$ cat config.mk
export PLATFORM = sky130hd
export DESIGN_NAME = pcm_top
export DESIGN_NICKNAME = d
export VERILOG_FILES = /design/src/pcm_pkg.sv /design/src/pcm_top.sv
export SDC_FILE = /design/constraint.sdc
export NUM_CORES = 1
export LEC_CHECK = 0
export ABC_CLOCK_PERIOD_IN_PS = 2150
export BUFFER_PORTS_ARGS = -buffer_cell sky130_fd_sc_hd__buf_2
export CAP_MARGIN = 0
export CORE_AREA = 2 2 100 122
export CTS_BUF_LIST = sky130_fd_sc_hd__clkbuf_8
export DETAILED_ROUTE_END_ITERATION = 8
export DIE_AREA = 0 0 102 124
export GPL_TIMING_DRIVEN = 0
export SLEW_MARGIN = 20
export SYNTH_ARGS = -nofsm -noshare
export SYNTH_HDL_FRONTEND = slang
export SYNTH_SLANG_ARGS = --single-unit
$ cat constraint.sdc
create_clock -name clk -period 2.15 [get_ports clk]
set_input_delay 0.1075 -clock clk [delete_from_list [all_inputs] [get_ports clk]]
set_output_delay 0.1075 -clock clk [all_outputs]
set_load 0.01 [all_outputs]
$ cat src/pcm_pkg.sv
// Package for the power and clock management block
package pcm_pkg;
   // ----------------------------------------------------------------
   // Register map (word offsets are byte addresses)
   // ----------------------------------------------------------------
   localparam logic [7:0] PCM_ADDR_CLOCK_DIVIDER_REGISTER = 8'h00;
   localparam logic [7:0] PCM_ADDR_GATE = 8'h04;
   localparam logic [7:0] PCM_ADDR_CFG = 8'h08;
   localparam logic [7:0] PCM_ADDR_STATUS = 8'h0C;
   localparam logic [7:0] PCM_ADDR_PSAVE = 8'h10;
   // ----------------------------------------------------------------
   // Field positions
   // ----------------------------------------------------------------
   localparam int PCM_ROI_BIT = 15;
   localparam int PCM_RATIO_HI = 14;
   localparam int PCM_RATIO_LO = 12;
   localparam int PCM_CPU_SLOWDOWN_ENABLE_BIT = 11;
   localparam int PCM_CFG_FSM_BIT = 0;
   localparam int PCM_CFG_WDT_BIT = 1;
   localparam int PCM_NMOD = 8;
   localparam logic [15:0] PCM_DIV_RESET = 16'h0000;
   localparam logic [PCM_NMOD-1:0] PCM_GATE_RESET = 8'h00;
   // Arbitrary value: which peripherals exist on this variant
   localparam logic [PCM_NMOD-1:0] PCM_PRESENT = 8'h7F;
   // ----------------------------------------------------------------
   // Timing
   // ----------------------------------------------------------------
   localparam int PCM_CLK_MHZ = 40;
   // Reference clock edges (rising or falling) with no system clock activity = failure
   localparam logic [3:0] PCM_FAIL_REFS = 4'h4;
   // Gate delay: one instruction cycle
   localparam logic [1:0] PCM_GATE_DLY = 2'h1;
   // ----------------------------------------------------------------
   // Types
   // ----------------------------------------------------------------
   typedef enum logic [3:0] {
      PCM_RUN = 4'h1,
      PCM_ENTER = 4'h2,
      PCM_SLEEP = 4'h4,
      PCM_IDLE = 4'h8
   } pcm_state_type;
   typedef struct packed {
      logic cyc;
      logic stb;
      logic we;
      logic [7:0] adr;
      logic [3:0] sel;
      logic [31:0] dat;
   } pcm_wb_req_type;
   typedef struct packed {
      logic ack;
      logic [31:0] dat;
   } pcm_wb_rsp_type;
endpackage

$ cat src/pcm_top.sv
// Power and clock management: fail-safe, sleep, idle, doze, gating
//
// The implementer's own choices: register access over Wishbone and the register addresses.
`timescale 1ns/1ps
module pcm_top
   import pcm_pkg::*;
(
   input wire logic clk, // System clock, 40 MHz
   input wire logic arst_n, // Asynchronous reset, active low
   input wire pcm_wb_req_type wb_req, // Wishbone request
   output pcm_wb_rsp_type wb_rsp, // Wishbone answer
   input wire logic save_exec, // CPU executes power-save instruction
   input wire logic save_idle, // Operand: 1 idle, 0 sleep
   input wire logic irq_pending, // Any individually enabled interrupt
   input wire logic wdt_timeout, // Watchdog time-out
   input wire logic low_power_rc_oscillator_ref, // Low-power RC reference clock, async
   input wire logic sysclk_alive, // Toggles while system osc runs, async
   input wire logic pll_in_use, // PLL scales system clock now
   output logic cpu_clk_en, // CPU clock enable
   output logic periph_clk_en, // System-clocked peripherals enable
   output logic [PCM_NMOD-1:0] mod_clk_en, // Per-module enables
   output logic sysosc_on, // System oscillator source enabled
   output logic low_power_rc_oscillator_on, // Low-power RC oscillator enabled
   output logic wdt_clear, // Watchdog count clear pulse
   output logic clk_fail_trap, // Clock failure trap, sticky level
   output logic fallback_frc, // Run from fast internal oscillator
   output logic fallback_pll // Route fast RC through PLL
);
   // ----------------------------------------------------------------
   // Registers
   // ----------------------------------------------------------------
   logic [15:0] div_q, div_d;
   logic [PCM_NMOD-1:0] gate_q, gate_d;
   logic [1:0] cfg_q, cfg_d;
   logic ack_q;
   logic [31:0] rdat_q, rdat_d;
   pcm_state_type st_q, st_d;
   logic fail_q, fail_d, pll_keep_q, pll_keep_d;
   logic [6:0] dz_cnt_q, dz_cnt_d;
   logic doze_q, doze_d, wdclr_q, wdclr_d;
   logic [PCM_NMOD-1:0] gate_eff_q;
   logic [1:0] gdly_q;
   logic [PCM_NMOD-1:0] gate_pend_q;
   logic [2:0] ref_s_q, alv_s_q;
   logic [3:0] miss_q, miss_d;
   logic seen_q, seen_d;

   // ----------------------------------------------------------------
   // Bus decode
   // ----------------------------------------------------------------
   wire req = wb_req.cyc & wb_req.stb & ~ack_q;
   // Writes land at the edge where the master sees ack, not earlier
   wire wr = wb_req.cyc & wb_req.stb & wb_req.we & ack_q;
   wire hit_div = wb_req.adr == PCM_ADDR_CLOCK_DIVIDER_REGISTER;
   wire hit_gate = wb_req.adr == PCM_ADDR_GATE;
   wire hit_cfg = wb_req.adr == PCM_ADDR_CFG;
   wire hit_st = wb_req.adr == PCM_ADDR_STATUS;
   wire hit_ps = wb_req.adr == PCM_ADDR_PSAVE;
   wire fsm_en = cfg_q[PCM_CFG_FSM_BIT];
   wire wdt_en = cfg_q[PCM_CFG_WDT_BIT];
   wire [2:0] ratio = div_q[PCM_RATIO_HI:PCM_RATIO_LO];
   wire wake = irq_pending | wdt_timeout;
   wire in_sleep = st_q == PCM_SLEEP;
   wire in_idle = st_q == PCM_IDLE;
   wire [31:0] status_w = {24'h000000, 1'b0, pll_keep_q, fail_q,
                           doze_q, st_q};
   always_comb begin
      div_d = div_q;
      gate_d = gate_q;
      cfg_d = cfg_q;
      rdat_d = 32'h00000000;
      if (wr && hit_div && wb_req.sel[0])
         div_d[7:0] = wb_req.dat[7:0];
      if (wr && hit_div && wb_req.sel[1])
         div_d[15:8] = wb_req.dat[15:8];
      if (wr && hit_gate && wb_req.sel[0])
         gate_d = wb_req.dat[PCM_NMOD-1:0];
      if (wr && hit_cfg && wb_req.sel[0])
         cfg_d = wb_req.dat[1:0];
      if (hit_div)
         rdat_d = {16'h0000, div_q};
      else if (hit_gate)
         rdat_d = {24'h000000, gate_q};
      else if (hit_cfg)
         rdat_d = {30'h00000000, cfg_q};
      else if (hit_st)
         rdat_d = status_w;
   end
   // Unmapped addresses ack with zero data, writes dropped
   always_ff @(posedge clk or negedge arst_n) begin
      if (!arst_n) begin
         ack_q <= 1'b0;
         rdat_q <= 32'h00000000;
         div_q <= PCM_DIV_RESET;
         gate_q <= PCM_GATE_RESET;
         cfg_q <= 2'h0;
      end else begin
         ack_q <= req;
         rdat_q <= rdat_d;
         div_q <= div_d;
         gate_q <= gate_d;
         cfg_q <= cfg_d;
      end
   end
   assign wb_rsp.ack = ack_q;
   assign wb_rsp.dat = rdat_q;
   // ----------------------------------------------------------------
   // Power-save state machine
   // ----------------------------------------------------------------
   // A bus write to the power-save word also issues the instruction.
   wire ps_wr = wr & hit_ps;
   wire ps_go = save_exec | ps_wr;
   wire ps_idle = save_exec ? save_idle : wb_req.dat[0];
   logic ent_idle_q;
   always_comb begin
      st_d = st_q;
      wdclr_d = 1'b0;
      case (st_q)
         PCM_RUN: begin
            if (ps_go)
               st_d = PCM_ENTER;
         end
         PCM_ENTER: begin
            // Interrupts are ignored here, entry always completes
            wdclr_d = 1'b1;
            st_d = ent_idle_q ? PCM_IDLE : PCM_SLEEP;
         end
         PCM_SLEEP: begin
            if (wake)
               st_d = PCM_RUN;
         end
         PCM_IDLE: begin
            if (wake)
               st_d = PCM_RUN;
         end
         default: st_d = PCM_RUN;
      endcase
   end
   always_ff @(posedge clk or negedge arst_n) begin
      if (!arst_n) begin
         st_q <= PCM_RUN;
         ent_idle_q <= 1'b0;
         wdclr_q <= 1'b0;
      end else begin
         st_q <= st_d;
         if (st_q == PCM_RUN && ps_go)
            ent_idle_q <= ps_idle;
         wdclr_q <= wdclr_d;
      end
   end
   assign wdt_clear = wdclr_q;
   // Sleep stops the source; the clock select is untouched, so wake
   // resumes the same source.
   assign sysosc_on = !in_sleep;
   assign periph_clk_en = !in_sleep;
   assign low_power_rc_oscillator_on = in_sleep ? wdt_en : (fsm_en | wdt_en);
   // ----------------------------------------------------------------
   // Doze divider
   // ----------------------------------------------------------------
   // Counter runs on the peripheral clock so each slow CPU tick lands
   // on a peripheral edge; a ratio change keeps the count, which wraps at the new limit.
   wire [6:0] dz_max = 7'((8'h01 << ratio) - 8'h01);
   always_comb begin
      doze_d = div_q[PCM_CPU_SLOWDOWN_ENABLE_BIT];
      if (div_q[PCM_ROI_BIT] && irq_pending)
         doze_d = 1'b0;
      dz_cnt_d = 7'h00;
      if (doze_q && dz_cnt_q < dz_max)
         dz_cnt_d = dz_cnt_q + 7'h01;
   end
   // RETURN_ON_INTERRUPT_BIT forces full speed only while irq_pending is high; the doze bit stays set, so dozing resumes after the ISR
   always_ff @(posedge clk or negedge arst_n) begin
      if (!arst_n) begin
         doze_q <= 1'b0;
         dz_cnt_q <= 7'h00;
      end else begin
         doze_q <= doze_d;
         dz_cnt_q <= dz_cnt_d;
      end
   end
   wire dz_tick = !doze_q || dz_cnt_q == 7'h00;
   assign cpu_clk_en = (st_q == PCM_RUN) && dz_tick;
   // ----------------------------------------------------------------
   // Module gates
   // ----------------------------------------------------------------
   // One instruction cycle of delay before a gate change acts.
   always_ff @(posedge clk or negedge arst_n) begin
      if (!arst_n) begin
         gate_eff_q <= PCM_GATE_RESET;
         gate_pend_q <= PCM_GATE_RESET;
         gdly_q <= 2'h0;
      end else begin
         gate_pend_q <= gate_q;
         if (gate_pend_q != gate_q)
            gdly_q <= PCM_GATE_DLY;
         else if (gdly_q != 2'h0)
            gdly_q <= gdly_q - 2'h1;
         else
            gate_eff_q <= gate_pend_q;
      end
   end
   genvar gi;
   generate
      for (gi = 0; gi < PCM_NMOD; gi++) begin : g_mod
         // Gated module loses its clock; its register port stays open
         assign mod_clk_en[gi] = PCM_PRESENT[gi] & ~gate_eff_q[gi] &
                                 ~in_sleep;
      end
   endgenerate
   // ----------------------------------------------------------------
   // Fail-safe monitor
   // ----------------------------------------------------------------
   always_ff @(posedge clk or negedge arst_n) begin
      if (!arst_n) begin
         ref_s_q <= 3'h0;
         alv_s_q <= 3'h0;
      end else begin
         ref_s_q <= {ref_s_q[1:0], low_power_rc_oscillator_ref};
         alv_s_q <= {alv_s_q[1:0], sysclk_alive};
      end
   end
   wire ref_edge = ref_s_q[2] ^ ref_s_q[1];
   wire alv_edge = alv_s_q[2] ^ alv_s_q[1];
   wire mon_on = fsm_en & ~in_sleep;
   always_comb begin
      miss_d = miss_q;
      seen_d = seen_q | alv_edge;
      fail_d = fail_q;
      pll_keep_d = pll_keep_q;
      if (!mon_on) begin
         miss_d = 4'h0;
         seen_d = 1'b0;
      end else if (ref_edge) begin
         seen_d = alv_edge;
         miss_d = seen_q ? 4'h0 : miss_q + 4'h1;
         if (!seen_q && miss_q + 4'h1 >= PCM_FAIL_REFS && !fail_q) begin
            fail_d = 1'b1;
            pll_keep_d = pll_in_use;
         end
      end
   end
   always_ff @(posedge clk or negedge arst_n) begin
      if (!arst_n) begin
         miss_q <= 4'h0;
         seen_q <= 1'b0;
         fail_q <= 1'b0;
         pll_keep_q <= 1'b0;
      end else begin
         miss_q <= miss_d;
         seen_q <= seen_d;
         fail_q <= fail_d;
         pll_keep_q <= pll_keep_d;
      end
   end
   assign clk_fail_trap = fail_q;
   assign fallback_frc = fail_q;
   assign fallback_pll = fail_q & pll_keep_q;
endmodule // pcm_top

==> impl_metrics.ini <==
[synth]
yosys.area.top_type_share = 0.5469
syn-instance-count = 318
synth-edff-count = 0
netlist.top_cell.by_area = dfrtp_1
synth_seq_cells = 87
syn_area_um2 = 3935
synthDistinctLibCells = 47
ys_seq_area_frac = 0.5536
synthFlopType = dfrtp_1
avgSynthCellArea_um2 = 12.37
synthArstFlopShare = 1.000
synth_area_leaders = dfrtp_1, mux2_2, buf_4
synth_warnings = 0

[detailed_routing]
drc_errors = 0
dr.pass1.iters = 4
wirelength_um = 8159
wl_per_cell_um = 13.67
vias = 2703
via_per_inst = 4.528
ant_nets = 0
dr.first_iter.drc_count = 96

[cells_and_area]
final_area_um2 = 4994
postLayoutCoreUtil = 0.4378
seq_area_um2 = 2178
drive_gt1_frac = 0.3523
fill_cells = 1104
layout.nets = 501
n_antenna_cell = 0
area_growth_pct = 26.90
fin_cells = 597
multi_input_area_um2 = 1605

[timing]
hold_violations = 0
final-setup-viol-count = 0
post-route-period-util = 0.9248
maxSlewViolCount = 0
max_slew_margin = 0.5441
hold_ws_ns = 0.04556
post-route-min-period_ns = 1.988
fin_skew_ns = 0.007241
max_freq_mhz = 502.9
rsz0062_at_grt = false
worstMarginPinSlew_ns = 0.6744

[power]
ir_worst_vdd_v = 0.0003333
leakage_nw = 2.537
power_density_nw_per_um2 = 675.8

[worst_setup_path]
slowest_stage = or4b_2
worst-path-buf-inv = 1
critPathMaxFanout = 5
required_ns = 2.04
critical_path_class = reg2out
rrSetupSlack_ns = 0.19
reg2reg_to = miss_q[3]
timing.rr.start = st_q[0]
startpoint_type = flop
cpPeakStageDelay_ns = 0.64
cp_cell_sequence = or4b_2, a21oi_1, buf_2
reg2reg_depth = 5
crit_family = simple AND/OR/NAND/NOR gates
critical_path.endpoint_type = output pin
worst_ep_arrival_time_ns = 1.88

[floorplanning]
dieArea_um2 = 12650
core-area_um2 = 11410
start_util = 0.3450
die_h_um = 124
die_w_um = 102
rows = 43
ios = 105

[global_routing]
grt_pass1_wl_um = 13390
antenna_found_initial = 0
grt_pass1_vias = 2741
grt_usage = 0.1394
overflow = 0
grt_max_degree = 46

[hold_path]
hold-path-cell-count = 2
hp-class = in2reg
hp-start = wb_req[0]
whs_endpoint = cfg_q[0]

[place]
port_buffers = 67
dpl.cell_count = 559
hpwlAfterDp_um = 5833
postPlaceCellArea_um2 = 4557
gp_congestion = 0.7468

[clock_network]
clkLatencyLatePin_ns = 0.36
root_buffer = clkbuf_8
path_clk_slew_ns = 0.09
numCtsBuffers = 9
cts_tree = done
h-tree-depth = 3
clkSinkCount = 87
clock_path_buffers = 2

[run]
cap_violations = 0

[status]
status = finished clean
==> worst max-delay path by stage <==
stage / startpoint / slack, ns / to / cells after the start
after CTS: div_q[14] / 0.1 / dz_cnt_q[2] / 8
after detailed placement: st_q[1] / -0.20 / miss_q[2] / 5
after global placement: st_q[1] / -0.16 / miss_q[3] / 5
after floorplan: wb_req[37] / 0.26 / cfg_q[0] / 5
after global routing: div_q[13] / 0.06 / dz_cnt_q[2] / 7
final: st_q[0] / 0.16 / cpu_clk_en / 3
==> power breakdown <==
part           total, mW  switching [mW]  internal, mW
Combinational      0.464           0.233         0.231
Clock               1.14           0.600         0.538
Sequential          1.77          0.0644          1.71
Total               3.37           0.898          2.48
==> flip-flops by register name, summed over array words and instances (netlist names), 2 cells and up <==
| name | count |
|---|---|
| alv_s_q | 3 |
| gate_pend_q | 8 |
| gate_eff_q | 7 |
| div_q | 16 |
| gdly_q | 2 |
| cfg_q | 2 |
| dz_cnt_q | 7 |
| gate_q | 8 |
| st_q | 4 |
| ref_s_q | 3 |
| rdat_q | 16 |
| miss_q | 4 |
==> per-layer routing <==
| metal | share of wire | global-route usage | vias up |
|---|---|---|---|
| li1 | - | - | 1311 |
| met1 | 0.45 | 0.1814 | 1312 |
| met2 | 0.48 | 0.2237 | 71 |
| met3 | 0.056 | 0.03928 | 9 |
| met4 | 0.016 | 0.04750 | 0 |
| met5 | 0 | 0 | - |
==> repair_timing <==
action                     in CTS  in global routing
hold buffers                   21                  1
pin swaps                       1                  0
buffers inserted                1                  0
cloned                          0                  0
setup endpoints to repair      15                  4
resized for setup               1                  1
hold endpoints to repair       67                  1
==> cell type report <==
cell class              count  share of cell area
plain buffers              27             0.03708
clock buffers               9             0.02481
clock inverters             7             0.01478
inverters                  10            0.007517
multi-input cells         209              0.3215
flip-flops and latches     87              0.4362
well taps                 157             0.03934
repair buffers             91              0.1188
==> kinds of logic after synthesis <==
group,Yosys count,share of synthesized area
AOI/OAI and AO/OA,26,0.04038
xor gates and xnor gates,19,0.04229
adders and majority gates,10,0.03180
buffers and inverters,38,0.05755
DFF,87,0.5536
muxes,45,0.1323
other,1,0.0009530
and+or+nand+nor,92,0.1412
==> synth_stat cells (2+ instances only) <==
master / number
dfrtp_1: 86
mux2_2: 34
nor2_1: 25
buf_4: 20
xor2_1: 13
ha_1: 10
inv_1: 10
nand2_1: 10
nor4_1: 9
and2_1: 8
nand3_1: 8
mux2i_1: 7
o21ai_0: 7
a21oi_1: 6
nor3_1: 6
xnor2_1: 6
a31oi_1: 5
clkbuf_1: 5
a21o_1: 3
nor2b_1: 3
nor4b_1: 3
and3_1: 2
mux2_1: 2
mux4_2: 2
nand2b_1: 2
nor3_4: 2
nor3b_1: 2
o211ai_1: 2
or4b_2: 2
==> stage by stage <==
stage / setup TNS (ns) / total power [mW] / setup WS [ns]
after global routing: 0 / 3.552 / 0.05609
final: 0 / 3.375 / 0.1616
after CTS: 0 / 3.427 / 0.09887
after detailed placement: -1.622 / 2.233 / -0.1979
after floorplan: 0 / 2.060 / 0.2571
after global placement: -1.191 / 2.212 / -0.1599
==> layout by cell type, fill, tap and decap left out, drive strengths merged, types with 6 or more instances in the layout <==
| cell | instances |
|---|---|
| ha | 10 |
| inv | 10 |
| xor2 | 13 |
| a21oi | 6 |
| conb | 17 |
| mux2i | 7 |
| dfrtp | 86 |
| o21ai | 7 |
| nand3 | 8 |
| xnor2 | 6 |
| mux2 | 36 |
| dlygate4sd3 | 22 |
| nor4 | 10 |
| clkbuf | 13 |
| nor3 | 8 |
| and2 | 8 |
| nand2 | 10 |
| buf | 92 |
| nor2 | 25 |
Power figures use the tool's default switching activity.
